--- src/common/fpc_pkg.sv ---
// Purpose: Shared constants and types for the flyback protection control
// Assumes: 100 MHz system clock, analog comparators supply level inputs
// Notes:   Cycle counts are derived from times and the clock rate
package fpc_pkg;

    // ------------------------------------------------------------
    // Clock and timing
    // ------------------------------------------------------------
    localparam int CLK_HZ = 100_000_000;
    localparam int CLK_MHZ = CLK_HZ / 1_000_000;
    localparam int OVL_TIME_MS = 60;
    localparam int OVL_CYCLES = (CLK_HZ / 1000) * OVL_TIME_MS;
    localparam int HP_FREQ_HZ = 65_000;
    localparam int PP_FREQ_HZ = 80_000;
    localparam int LP_FREQ_HZ = 25_000;
    localparam int MAX_DUTY_PCT = 80;
    localparam int BLANK_NS = 300;
    localparam int SAMPLE_US = 2;
    localparam int OVP_COUNT = 4;
    localparam int DUTY_COUNT = 8;
    localparam int OPP_RESTARTS = 3;
    localparam int ONE_RESTART = 1;

    localparam logic [12:0] HP_PERIOD = 13'(CLK_HZ / HP_FREQ_HZ);
    localparam logic [12:0] PP_PERIOD = 13'(CLK_HZ / PP_FREQ_HZ);
    localparam logic [12:0] LP_PERIOD = 13'(CLK_HZ / LP_FREQ_HZ);
    localparam logic [12:0] HP_MAXON =
        13'((CLK_HZ / HP_FREQ_HZ) * MAX_DUTY_PCT / 100);
    localparam logic [12:0] PP_MAXON =
        13'((CLK_HZ / PP_FREQ_HZ) * MAX_DUTY_PCT / 100);
    localparam logic [12:0] LP_MAXON =
        13'((CLK_HZ / LP_FREQ_HZ) * MAX_DUTY_PCT / 100);
    localparam logic [12:0] BLANK_CYCLES =
        13'((BLANK_NS * CLK_MHZ + 999) / 1000);
    localparam logic [7:0] SAMPLE_CYCLES = 8'(SAMPLE_US * CLK_MHZ);

    // ------------------------------------------------------------
    // Register map
    // ------------------------------------------------------------
    localparam logic [3:0] REG_STATUS = 4'h0;
    localparam logic [3:0] REG_CONFIG = 4'h4;
    localparam int CFG_EN_BIT = 0;
    localparam logic CFG_EN_RESET = 1'b1;
    localparam int ST_STATE_LSB = 0;
    localparam int ST_MODE_LSB = 3;
    localparam int ST_EN_BIT = 5;
    localparam int ST_CAUSE_LSB = 6;
    localparam int CAUSE_OTP = 0;
    localparam int CAUSE_SENSE = 1;
    localparam int CAUSE_VCC = 2;

    // ------------------------------------------------------------
    // Synchronised input bit positions
    // ------------------------------------------------------------
    localparam int IN_W = 9;
    localparam int IN_OVL = 0;
    localparam int IN_TRIP = 1;
    localparam int IN_SOVP = 2;
    localparam int IN_VOVP = 3;
    localparam int IN_UNDERVOLTAGE_LOCKOUT = 4;
    localparam int IN_START = 5;
    localparam int IN_OTP = 6;
    localparam int IN_LOW = 7;
    localparam int IN_PEAK = 8;

    typedef enum logic [2:0] {
        ST_WAIT = 3'b000,
        ST_RUN = 3'b001,
        ST_DISCH = 3'b010,
        ST_CHARGE = 3'b011,
        ST_LATCH = 3'b100
    } fpc_state_t;

    typedef enum logic [1:0] {
        MD_HIGH = 2'b00,
        MD_LOW = 2'b01,
        MD_PEAK = 2'b10
    } fpc_mode_t;

endpackage : fpc_pkg

--- src/logic/fpc_sync.sv ---
// Purpose: Two-stage synchroniser for a group of level inputs
// Assumes: Inputs are static levels from asynchronous comparators
// Notes:   First stage feeds only the second stage
`timescale 1ns/10ps
module fpc_sync #(
    parameter int W = 9
) (
    // Clock and reset
    input wire logic clk_i,
    input wire logic rst_i,
    // Levels
    input wire logic [W-1:0] async_i,
    output logic [W-1:0] sync_o
);
    typedef struct packed {
        logic [W-1:0] s1;
        logic [W-1:0] s2;
    } fpc_sync_st_t;

    fpc_sync_st_t q_reg;
    fpc_sync_st_t q_next;

    always_comb begin
        q_next = q_reg;
        q_next.s1 = async_i;
        q_next.s2 = q_reg.s1;
    end

    always_ff @(posedge clk_i) begin
        if (rst_i) begin
            q_reg <= '0;
        end else begin
            q_reg <= q_next;
        end
    end

    assign sync_o = q_reg.s2;

endmodule : fpc_sync

--- src/logic/fpc_cyc_count.sv ---
// Purpose: Counts consecutive hits, one per step, and trips at N
// Assumes: step_i is a one-cycle pulse, at most one per switching cycle
// Notes:   Trip holds until clear_i; a miss before the trip restarts at 0
`timescale 1ns/10ps
module fpc_cyc_count #(
    parameter int N = 4
) (
    // Clock and reset
    input wire logic clk_i,
    input wire logic rst_i,
    // Events
    input wire logic step_i,
    input wire logic hit_i,
    input wire logic clear_i,
    // Result
    output logic trip_o
);
    localparam logic [3:0] LAST = 4'(N - 1);

    typedef struct packed {
        logic [3:0] cnt;
        logic trip;
    } fpc_cnt_st_t;

    fpc_cnt_st_t q_reg;
    fpc_cnt_st_t q_next;

    always_comb begin
        q_next = q_reg;
        if (clear_i) begin
            q_next = '0;
        end else if (step_i && !q_reg.trip) begin
            if (hit_i) begin
                if (q_reg.cnt == LAST) begin
                    q_next.trip = 1'b1;
                end else begin
                    q_next.cnt = q_reg.cnt + 4'h1;
                end
            end else begin
                q_next.cnt = 4'h0;
            end
        end
    end

    always_ff @(posedge clk_i) begin
        if (rst_i) begin
            q_reg <= '0;
        end else begin
            q_reg <= q_next;
        end
    end

    assign trip_o = q_reg.trip;
endmodule : fpc_cyc_count

--- src/logic/fpc_top.sv ---
// Purpose: Mode, timing and protection sequencing of a flyback controller
// Assumes: Analog comparators give levels; reset only at supply power-up
// Notes:   Gate, sample strobe and supply controls all come from flops
`timescale 1ns/10ps
// Operation
// - Overload timer runs while control level exceeds the overload level.
// - Overpower protection fires after 60 ms of unbroken overload.
// - Overpower restart discharges and recharges the supply three times.
// - Current comparator ends the gate on-time when current hits level.
// - Current comparator ignored during blanking after each turn-on.
// - Sense input sampled once per cycle, 2 us after gate falls.
// - Four consecutive sense overvoltage samples latch the converter off.
// - Four consecutive supply overvoltage cycles latch the converter off.
// - Supply overvoltage count clears when supply drops before four.
// - High power runs a fixed 65 kHz period, peak current varies.
// - Peak power mode raises both frequency and peak current.
// - Low power clamps peak at 25 percent and lowers frequency.
// - Line compensation output off while in low power.
// - Over-temperature stops switching.
// - Over-temperature is latched until supply power is removed.
// - Latched protection enters power-down at once with supply clamp.
// - Eight maximum-duty strokes trigger one discharge and recharge restart.
// - Supply below lockout stops switching, waits for start level.
module fpc_top
    import fpc_pkg::*;
#(
    parameter int OVL_LIMIT = fpc_pkg::OVL_CYCLES
) (
    // Clock and reset
    input wire logic SYS_CLK_I,
    input wire logic RST_I,
    // Comparator levels from the analog front end
    input wire logic OVERLOAD_I,
    input wire logic CUR_TRIP_I,
    input wire logic SENSE_OVP_I,
    input wire logic VCC_OVP_I,
    input wire logic VCC_UNDERVOLTAGE_LOCKOUT_I,
    input wire logic VCC_START_I,
    input wire logic OTP_I,
    input wire logic LOW_POWER_I,
    input wire logic PEAK_POWER_I,
    // Power stage and supply controls
    output logic GATE_O,
    output logic SAMPLE_O,
    output logic [1:0] PEAK_SEL_O,
    output logic LINE_COMP_EN_O,
    output logic RESTART_LOAD_O,
    output logic POWER_DOWN_O,
    output logic VCC_CLAMP_O,
    // Register port
    input wire logic [3:0] ADDR_I,
    input wire logic [31:0] WR_DATA_I,
    input wire logic WR_I,
    input wire logic RD_I,
    output logic [31:0] RD_DATA_O
);
    import fpc_pkg::*;

    localparam logic [22:0] OVL_LAST = 23'(OVL_LIMIT - 1);

    // ------------------------------------------------------------
    // State
    // ------------------------------------------------------------
    typedef struct packed {
        fpc_state_t st;
        fpc_mode_t mode;
        logic [12:0] per_cnt;
        logic [12:0] per_len;
        logic [12:0] on_max;
        logic [12:0] on_cnt;
        logic drv;
        logic [7:0] smp_cnt;
        logic smp;
        logic [22:0] ovl_cnt;
        logic [1:0] rst_left;
        logic en;
        logic [2:0] cause;
        logic pd;
        logic clamp;
        logic dis;
        logic lcomp;
        logic [31:0] rdata;
    } fpc_top_st_t;

    fpc_top_st_t q_reg;
    fpc_top_st_t q_next;

    logic [IN_W-1:0] in_s;
    logic sense_trip;
    logic vcc_trip;
    logic duty_trip;
    logic sense_step;
    logic vcc_step;
    logic duty_step;
    logic duty_hit;
    logic cnt_clear;
    logic opp_fire;
    fpc_mode_t mode_now;

    // ------------------------------------------------------------
    // Input synchroniser and cycle counters
    // ------------------------------------------------------------
    fpc_sync #(.W(IN_W)) u_sync (
        .clk_i(SYS_CLK_I),
        .rst_i(RST_I),
        .async_i({PEAK_POWER_I, LOW_POWER_I, OTP_I, VCC_START_I,
                  VCC_UNDERVOLTAGE_LOCKOUT_I, VCC_OVP_I, SENSE_OVP_I, CUR_TRIP_I,
                  OVERLOAD_I}),
        .sync_o(in_s)
    );

    assign cnt_clear = (q_reg.st != ST_RUN);

    fpc_cyc_count #(.N(OVP_COUNT)) u_sense_cnt (
        .clk_i(SYS_CLK_I),
        .rst_i(RST_I),
        .step_i(sense_step),
        .hit_i(in_s[IN_SOVP]),
        .clear_i(cnt_clear),
        .trip_o(sense_trip)
    );

    fpc_cyc_count #(.N(OVP_COUNT)) u_vcc_cnt (
        .clk_i(SYS_CLK_I),
        .rst_i(RST_I),
        .step_i(vcc_step),
        .hit_i(in_s[IN_VOVP]),
        .clear_i(cnt_clear),
        .trip_o(vcc_trip)
    );

    fpc_cyc_count #(.N(DUTY_COUNT)) u_duty_cnt (
        .clk_i(SYS_CLK_I),
        .rst_i(RST_I),
        .step_i(duty_step),
        .hit_i(duty_hit),
        .clear_i(cnt_clear),
        .trip_o(duty_trip)
    );

    // ------------------------------------------------------------
    // Next state
    // ------------------------------------------------------------
    always_comb begin
        q_next = q_reg;
        q_next.smp = 1'b0;
        sense_step = 1'b0;
        vcc_step = 1'b0;
        duty_step = 1'b0;
        duty_hit = 1'b0;
        opp_fire = 1'b0;
        if (in_s[IN_LOW]) begin
            mode_now = MD_LOW;
        end else if (in_s[IN_PEAK]) begin
            mode_now = MD_PEAK;
        end else begin
            mode_now = MD_HIGH;
        end

        // Software writes and registered reads
        if (WR_I && ADDR_I == REG_CONFIG) begin
            q_next.en = WR_DATA_I[CFG_EN_BIT];
        end
        q_next.rdata = 32'h0000_0000;
        if (RD_I) begin
            case (ADDR_I)
                REG_STATUS: begin
                    q_next.rdata[ST_STATE_LSB +: 3] = q_reg.st;
                    q_next.rdata[ST_MODE_LSB +: 2] = q_reg.mode;
                    q_next.rdata[ST_EN_BIT] = q_reg.en;
                    q_next.rdata[ST_CAUSE_LSB +: 3] = q_reg.cause;
                end
                REG_CONFIG: begin
                    q_next.rdata[CFG_EN_BIT] = q_reg.en;
                end
                default: begin
                    q_next.rdata = 32'h0000_0000;
                end
            endcase
        end

        case (q_reg.st)
            ST_WAIT: begin
                q_next.drv = 1'b0;
                q_next.pd = 1'b0;
                q_next.dis = 1'b0;
                if (q_reg.en && in_s[IN_START] && !in_s[IN_UNDERVOLTAGE_LOCKOUT]) begin
                    q_next.st = ST_RUN;
                    q_next.per_cnt = 13'h0000;
                end
            end
            ST_RUN: begin
                if (in_s[IN_OVL]) begin
                    if (q_reg.ovl_cnt == OVL_LAST) begin
                        opp_fire = 1'b1;
                    end else begin
                        q_next.ovl_cnt = q_reg.ovl_cnt + 23'h00_0001;
                    end
                end else begin
                    q_next.ovl_cnt = 23'h00_0000;
                end

                if (q_reg.per_cnt == q_reg.per_len - 13'h0001 ||
                    q_reg.per_len == 13'h0000) begin
                    q_next.per_cnt = 13'h0000;
                end else begin
                    q_next.per_cnt = q_reg.per_cnt + 13'h0001;
                end

                if (q_reg.drv) begin
                    q_next.on_cnt = q_reg.on_cnt + 13'h0001;
                    if ((in_s[IN_TRIP] && q_reg.on_cnt >= BLANK_CYCLES) ||
                        q_reg.on_cnt == q_reg.on_max - 13'h0001) begin
                        q_next.drv = 1'b0;
                        q_next.smp_cnt = SAMPLE_CYCLES;
                        duty_step = 1'b1;
                        duty_hit = (q_reg.on_cnt == q_reg.on_max - 13'h0001);
                    end
                end else if (q_reg.per_cnt == 13'h0000) begin
                    // mode fixes period and peak level
                    q_next.mode = mode_now;
                    case (mode_now)
                        MD_LOW: begin
                            q_next.per_len = LP_PERIOD;
                            q_next.on_max = LP_MAXON;
                        end
                        MD_PEAK: begin
                            q_next.per_len = PP_PERIOD;
                            q_next.on_max = PP_MAXON;
                        end
                        default: begin
                            q_next.per_len = HP_PERIOD;
                            q_next.on_max = HP_MAXON;
                        end
                    endcase
                    q_next.drv = 1'b1;
                    q_next.on_cnt = 13'h0000;
                    vcc_step = 1'b1;
                end

                if (q_reg.smp_cnt != 8'h00) begin
                    q_next.smp_cnt = q_reg.smp_cnt - 8'h01;
                    if (q_reg.smp_cnt == 8'h01) begin
                        q_next.smp = 1'b1;
                        sense_step = 1'b1;
                    end
                end

                q_next.lcomp = (q_next.mode != MD_LOW);

                if (sense_trip || vcc_trip) begin
                    q_next.st = ST_LATCH;
                    q_next.cause[CAUSE_SENSE] = sense_trip;
                    q_next.cause[CAUSE_VCC] = vcc_trip;
                end else if (in_s[IN_UNDERVOLTAGE_LOCKOUT]) begin
                    q_next.st = ST_WAIT;
                end else if (opp_fire) begin
                    q_next.st = ST_DISCH;
                    q_next.rst_left = 2'(OPP_RESTARTS);
                end else if (duty_trip) begin
                    q_next.st = ST_DISCH;
                    q_next.rst_left = 2'(ONE_RESTART);
                end else if (!q_reg.en) begin
                    q_next.st = ST_WAIT;
                end
                if (q_next.st != ST_RUN) begin
                    q_next.drv = 1'b0;
                    q_next.smp_cnt = 8'h00;
                    q_next.smp = 1'b0;
                    q_next.ovl_cnt = 23'h00_0000;
                    q_next.lcomp = 1'b0;
                    q_next.dis = (q_next.st == ST_DISCH);
                end
            end
            ST_DISCH: begin
                q_next.dis = 1'b1;
                if (in_s[IN_UNDERVOLTAGE_LOCKOUT]) begin
                    q_next.st = ST_CHARGE;
                    q_next.dis = 1'b0;
                    q_next.pd = 1'b1;
                end
            end
            ST_CHARGE: begin
                q_next.pd = 1'b1;
                if (in_s[IN_START]) begin
                    q_next.pd = 1'b0;
                    if (q_reg.rst_left > 2'h1) begin
                        q_next.rst_left = q_reg.rst_left - 2'h1;
                        q_next.st = ST_DISCH;
                        q_next.dis = 1'b1;
                    end else begin
                        q_next.rst_left = 2'h0;
                        q_next.st = ST_WAIT;
                    end
                end
            end
            ST_LATCH: begin
                q_next.drv = 1'b0;
            end
            default: begin
                q_next.st = ST_WAIT;
            end
        endcase

        if (in_s[IN_OTP] && q_reg.st != ST_LATCH) begin
            q_next.st = ST_LATCH;
            q_next.cause[CAUSE_OTP] = 1'b1;
        end
        if (q_next.st == ST_LATCH) begin
            q_next.drv = 1'b0;
            q_next.smp = 1'b0;
            q_next.smp_cnt = 8'h00;
            q_next.lcomp = 1'b0;
            q_next.dis = 1'b0;
            q_next.pd = 1'b1;
            q_next.clamp = 1'b1;
        end
    end

    always_ff @(posedge SYS_CLK_I) begin
        if (RST_I) begin
            q_reg <= '0;
            q_reg.st <= ST_WAIT;
            q_reg.mode <= MD_HIGH;
            q_reg.per_len <= HP_PERIOD;
            q_reg.on_max <= HP_MAXON;
            q_reg.en <= CFG_EN_RESET;
        end else begin
            q_reg <= q_next;
        end
    end

    // ------------------------------------------------------------
    // Outputs
    // ------------------------------------------------------------
    assign GATE_O = q_reg.drv;
    assign SAMPLE_O = q_reg.smp;
    assign PEAK_SEL_O = q_reg.mode;
    assign LINE_COMP_EN_O = q_reg.lcomp;
    assign RESTART_LOAD_O = q_reg.dis;
    assign POWER_DOWN_O = q_reg.pd;
    assign VCC_CLAMP_O = q_reg.clamp;
    assign RD_DATA_O = q_reg.rdata;
endmodule : fpc_top

--- config.mk ---
export PLATFORM = sky130hd
export DESIGN_NAME = fpc_top
export DESIGN_NICKNAME = d
export VERILOG_FILES = /design/src/common/fpc_pkg.sv /design/src/logic/fpc_sync.sv /design/src/logic/fpc_cyc_count.sv /design/src/logic/fpc_top.sv
export SDC_FILE = /design/constraint.sdc
export NUM_CORES = 1
export LEC_CHECK = 0
export BUFFER_PORTS_ARGS = -buffer_cell sky130_fd_sc_hd__buf_2
export CAP_MARGIN = 20
export CORE_UTILIZATION = 58
export CTS_BUF_LIST = sky130_fd_sc_hd__clkbuf_8 sky130_fd_sc_hd__clkbuf_16
export DETAILED_ROUTE_END_ITERATION = 10
export PLACE_DENSITY_LB_ADDON = 0.05
export SLEW_MARGIN = 20
export SYNTH_ARGS = -nofsm -noshare
export SYNTH_HDL_FRONTEND = slang
export SYNTH_SLANG_ARGS = --single-unit
--- constraint.sdc ---
create_clock -name SYS_CLK_I -period 3.6 [get_ports SYS_CLK_I]
set_input_delay 0.36 -clock SYS_CLK_I [delete_from_list [all_inputs] [get_ports SYS_CLK_I]]
set_output_delay 0.36 -clock SYS_CLK_I [all_outputs]
set_load 0.1 [all_outputs]
# == Yosys cells after proc, flatten, opt, wreduce, memory -nomap -nowiden ==
# Index checks and enable logic that the tools add are counted.
# totals
in_bits,49
latchBits,0
reg_bits,165
word_cells,199
mem_bits_ro,0
memories,0
out_inout_bits,40
mem_bits_rw,0
# op_classes
shift,0
addsub,10
eq_ne,34
n_lt_le_gt_ge,2
n_bitwise,5
mux,72
n_div,0
n_mul,0
n_reduce_logical,47
# op_table
op,n
$mux 40,3
$pmux 25 s2,1
$mux 23,2
$mux 33,1
$mux 3,10
$mux 4,7
$mux 9,3
$add 13x1->13 const B,2
$eq 13x13->1,2
$logic_not 13->1,2
$mux 13,2
$mux 2,13
$pmux 13 s2,1
$sub 13x1->13 const B,2
$add 23x1->23 const B,1
$eq 23x23->1 const B,1
$mux 1,21
$ne 2x2->1 const B,8
$reduce_and 2->1,8
$pmux 3 s5,1
$reduce_and 3->1,5
$mux 14,1
$ge 13x5->1 const B,1
$add 4x1->4 const B,3
other kinds (36),69

# == Logic depth before layout (Yosys ltp) ==
# logic_depth
depth_word,13
mapped_depth,11
ltp_nobuf,9

# == Cells and area by module ==
# A second synthesis with hierarchy kept.
# unflattened
cells_unflattened,749
hier_area_um2,6182.2
# by_module_without_submodules
mod,n_inst,cells_per_inst,area_each_um2
fpc_top,1,626,4908.5
fpc_cyc_count (u_sense_cnt ...),2,29,269.0
fpc_sync,1,37,489.2
fpc_cyc_count (u_duty_cnt),1,28,246.5

# == Worst setup path before layout ==
# No wires, ideal clock.
# synth_timing
path_type,register to register
startpoint,"reg, netlist name q_reg[102]"
endpoint,reg u_duty_cnt.q_reg[4] (netlist bit)
n_path_buf,1
arrival_ns,2.750
period_less_slack_ns,2.820
path_stages_with_launch,11
path_slack_ns,0.780
setup_ns,0.070
path_cell_list,dfxtp_1 -> clkbuf_1 -> inv_1 -> ha_1 -> or2_1 -> a2111oi_0 -> o21ai_1 -> a32oi_4 -> nand3_4 -> or4_1 -> a21oi_1
# synth_lines
element,line_no,rtl
to (signal assigned),fpc_cyc_count.sv:49,q_reg <= q_next;
to (decl),fpc_cyc_count.sv:25,fpc_cnt_st_t q_reg;

==> metrics <==
Core Util, Final=66.1%; Least-Margin Pin Slew=1.13 ns; power after layout=3.08 mW; RSZ-0062 raised after global routing=false; FF+latch count, synth=123; R2R cell count=9; Final WS setup=0.452 ns; Placer Congestion=0.925; Slew HR=24.2%; clock root buffer master=clkbuf_8; placeable core region=10400 µm²; Rows=37; multi-input logic area=3420 µm²; DP Cell Count=893; DR pass1 iterations=5; drt drc=0; Max IR drop VDD=385 µV; Routed WL=13.1 mm; CTS Buf Count=17; Mean Syn Cell Area=8.25 µm²; switching share of power=24.3%; first-pass GRT wire length=21.8 mm; final slew viol count=0; GRT Total Usage=24.2%; Worst-path clk slew=0.05 ns; drt first-iter violations=399; DR vias/cell=5.80; status=completed; Clock Sinks=123; Int Pwr=2.33 mW; Resized cells post-CTS=0; WHS Path Cells=2; dpl cell area=6350 µm²; Yosys cell types=68; yosys warns=0; Leak=2.59 nW; chip width=106 µm; Fmax=0.318 GHz; Startpoint Class=register; Yosys top cell by area=dfxtp_1; Post-DRT Antenna Nets=0; fin crit period=3.15 ns; Finished Layout Cells=920; initial antenna violation count=0; CP cell instances=inv_1 > ha_1 > or2_1 > a2111oi_0 > o21ai_1 > a32oi_4 > nand3_4 > or4_1 > a21oi_1; Post-CTS Setup Bufs=0; largest net degree at the start of global routing=51; top_reg_cell synth=dfxtp_1; die height=106 µm; synthesized instance count=758; post-route design area=6850 µm²; share of the synthesized area in the top cell type=39.4%; CP Max Fanout=13; GRT overflow=0; pre-CTS setup slack=0.516 ns; Vias=5340; fin nets=838; Die ar.=11200 µm²; critical path's largest stage delay=0.58 ns; Clock power frac=47.4%; Hold Buf Count CTS=0; Fillers=877; Period Utilization, post-route=87.5%; post-synthesis sequential area ratio=39.4%; worst skew pair latency=0.52 ns; max FFs per register=73; final hold slack=0.0521 ns; Comb power frac=7.3%; vias in the first global route=4698; register area=2460 µm²; Final Hold Viols=0; Crit path arrival time=3.60 ns; I/O Buffers=34; asr flop ratio synth=0%; area grow syn2layout=9.63%; share of layout cells above drive strength 1=9.69%; CP Capture Type=register; Clock Skews=0.00903 ns; Fin Setup TNS=0 ns; PD cells=449 nW/µm²; CTS tree=yes; Post-synth EDFFs=0; maximum capacitance violations=0; num ports=89; NetSw=0.746 mW; setup violators final=0; ranking of synthesized cells by area=dfxtp_1 (39%), nor2_1 (5.2%), a21oi_1 (4.1%); Ant. Diodes=0; share of power burned in registers=45.3%; hpwl dp=9.12 mm; critical path required time=4.05 ns; critical setup path kind=reg2reg; H-tree levels=4; Initial Utilization=60.3%; CTS Buffer Depth=2; Post-Syn Area=6250 µm²; worst hold path type=in2reg; CP max stage cell=dfxtp_1; post-DR wirelength/cell=14.2 µm
-- cell type report --
type,instances,share of cell area (%)
clock buffers,19,6.45
clock inverters,8,0.895
inverters,21,1.15
multi-input cells,572,49.8
flip-flops and latches,123,35.9
well taps,136,2.48
repair buffers,41,3.25
-- layer usage --
metal / global-route usage, % / vias up / part of all wire, %
li1: - / 2634 / -
met4: 8.83 / 0 / 1.9
met3: 6.49 / 25 / 5.2
met2: 39.4 / 153 / 47
met1: 30.8 / 2528 / 46
met5: 0 / - / 0
-- placed cells by master, fill, tap and decap left out, drive strengths merged, types with 13 or more instances in the layout --
| cell type | n |
|---|---|
| and3 | 18 |
| nor2 | 86 |
| nor2b | 30 |
| nand3 | 35 |
| nand2b | 13 |
| o21ai | 31 |
| xor2 | 27 |
| nor3 | 26 |
| conb | 23 |
| clkbuf | 19 |
| buf | 41 |
| nand2 | 68 |
| ha | 13 |
| xnor2 | 23 |
| dfxtp | 123 |
| inv | 26 |
| a21oi | 51 |
-- path summary, 6_finish.rpt --
kind                            slack (ns)        startpoint                   to
worst min-delay path                  0.05       LOW_POWER_I     u_sync.q_next[7]
worst min register to register        0.43  u_sync.q_next[1]     u_sync.sync_o[1]
worst max-delay path                  0.45        q_reg[102]  u_duty_cnt.q_reg[4]
worst max register to register        0.45        q_reg[102]  u_duty_cnt.q_reg[4]
-- cells by family after synthesis --
group	synth area share (%)
buffers and inverters	7.29
multiplexers	1.14
adder cells (fa/ha/maj)	2.60
flip-flops	39.4
XOR/XNOR	7.01
AND/OR/NAND/NOR	28.5
AO/OA/AOI/OAI	14.0
other	0.0600
-- power groups by stage --
| stage | registers, mW | logic (mW) | clock network (mW) |
|---|---|---|---|
| 2_1_floorplan | 1.43 | 0.200 | 0 |
| 3_3_place_gp | 1.42 | 0.221 | 0 |
| 3_5_place_dp | 1.42 | 0.224 | 0 |
| 4_1_cts | 1.39 | 0.224 | 1.48 |
| 5_1_grt | 1.39 | 0.237 | 1.55 |
| 6_report | 1.39 | 0.225 | 1.46 |
-- Yosys cell counts, drive strengths merged (6+ instances only) --
cell type  number
a21oi          51
a31oi          11
and2            8
and3           18
buf            37
clkbuf         27
dfxtp         123
ha             13
inv            21
mux2i           6
nand2          68
nand2b         13
nand3          35
nand3b          9
nand4          12
nor2           86
nor2b          30
nor3           26
nor4            8
o21ai          31
o31ai           8
xnor2          23
xor2           27
-- critical path: cells and delay by family (launching register included) --
kind | cells | cell delay (ns)
AO/OA/AOI/OAI | 4 | 1.10
AND/OR/NAND/NOR | 3 | 0.91
flip-flops | 1 | 0.58
adder cells (fa/ha/maj) | 1 | 0.30
buffers and inverters | 1 | 0.18
Note: power is estimated with default switching activity, not from simulation.
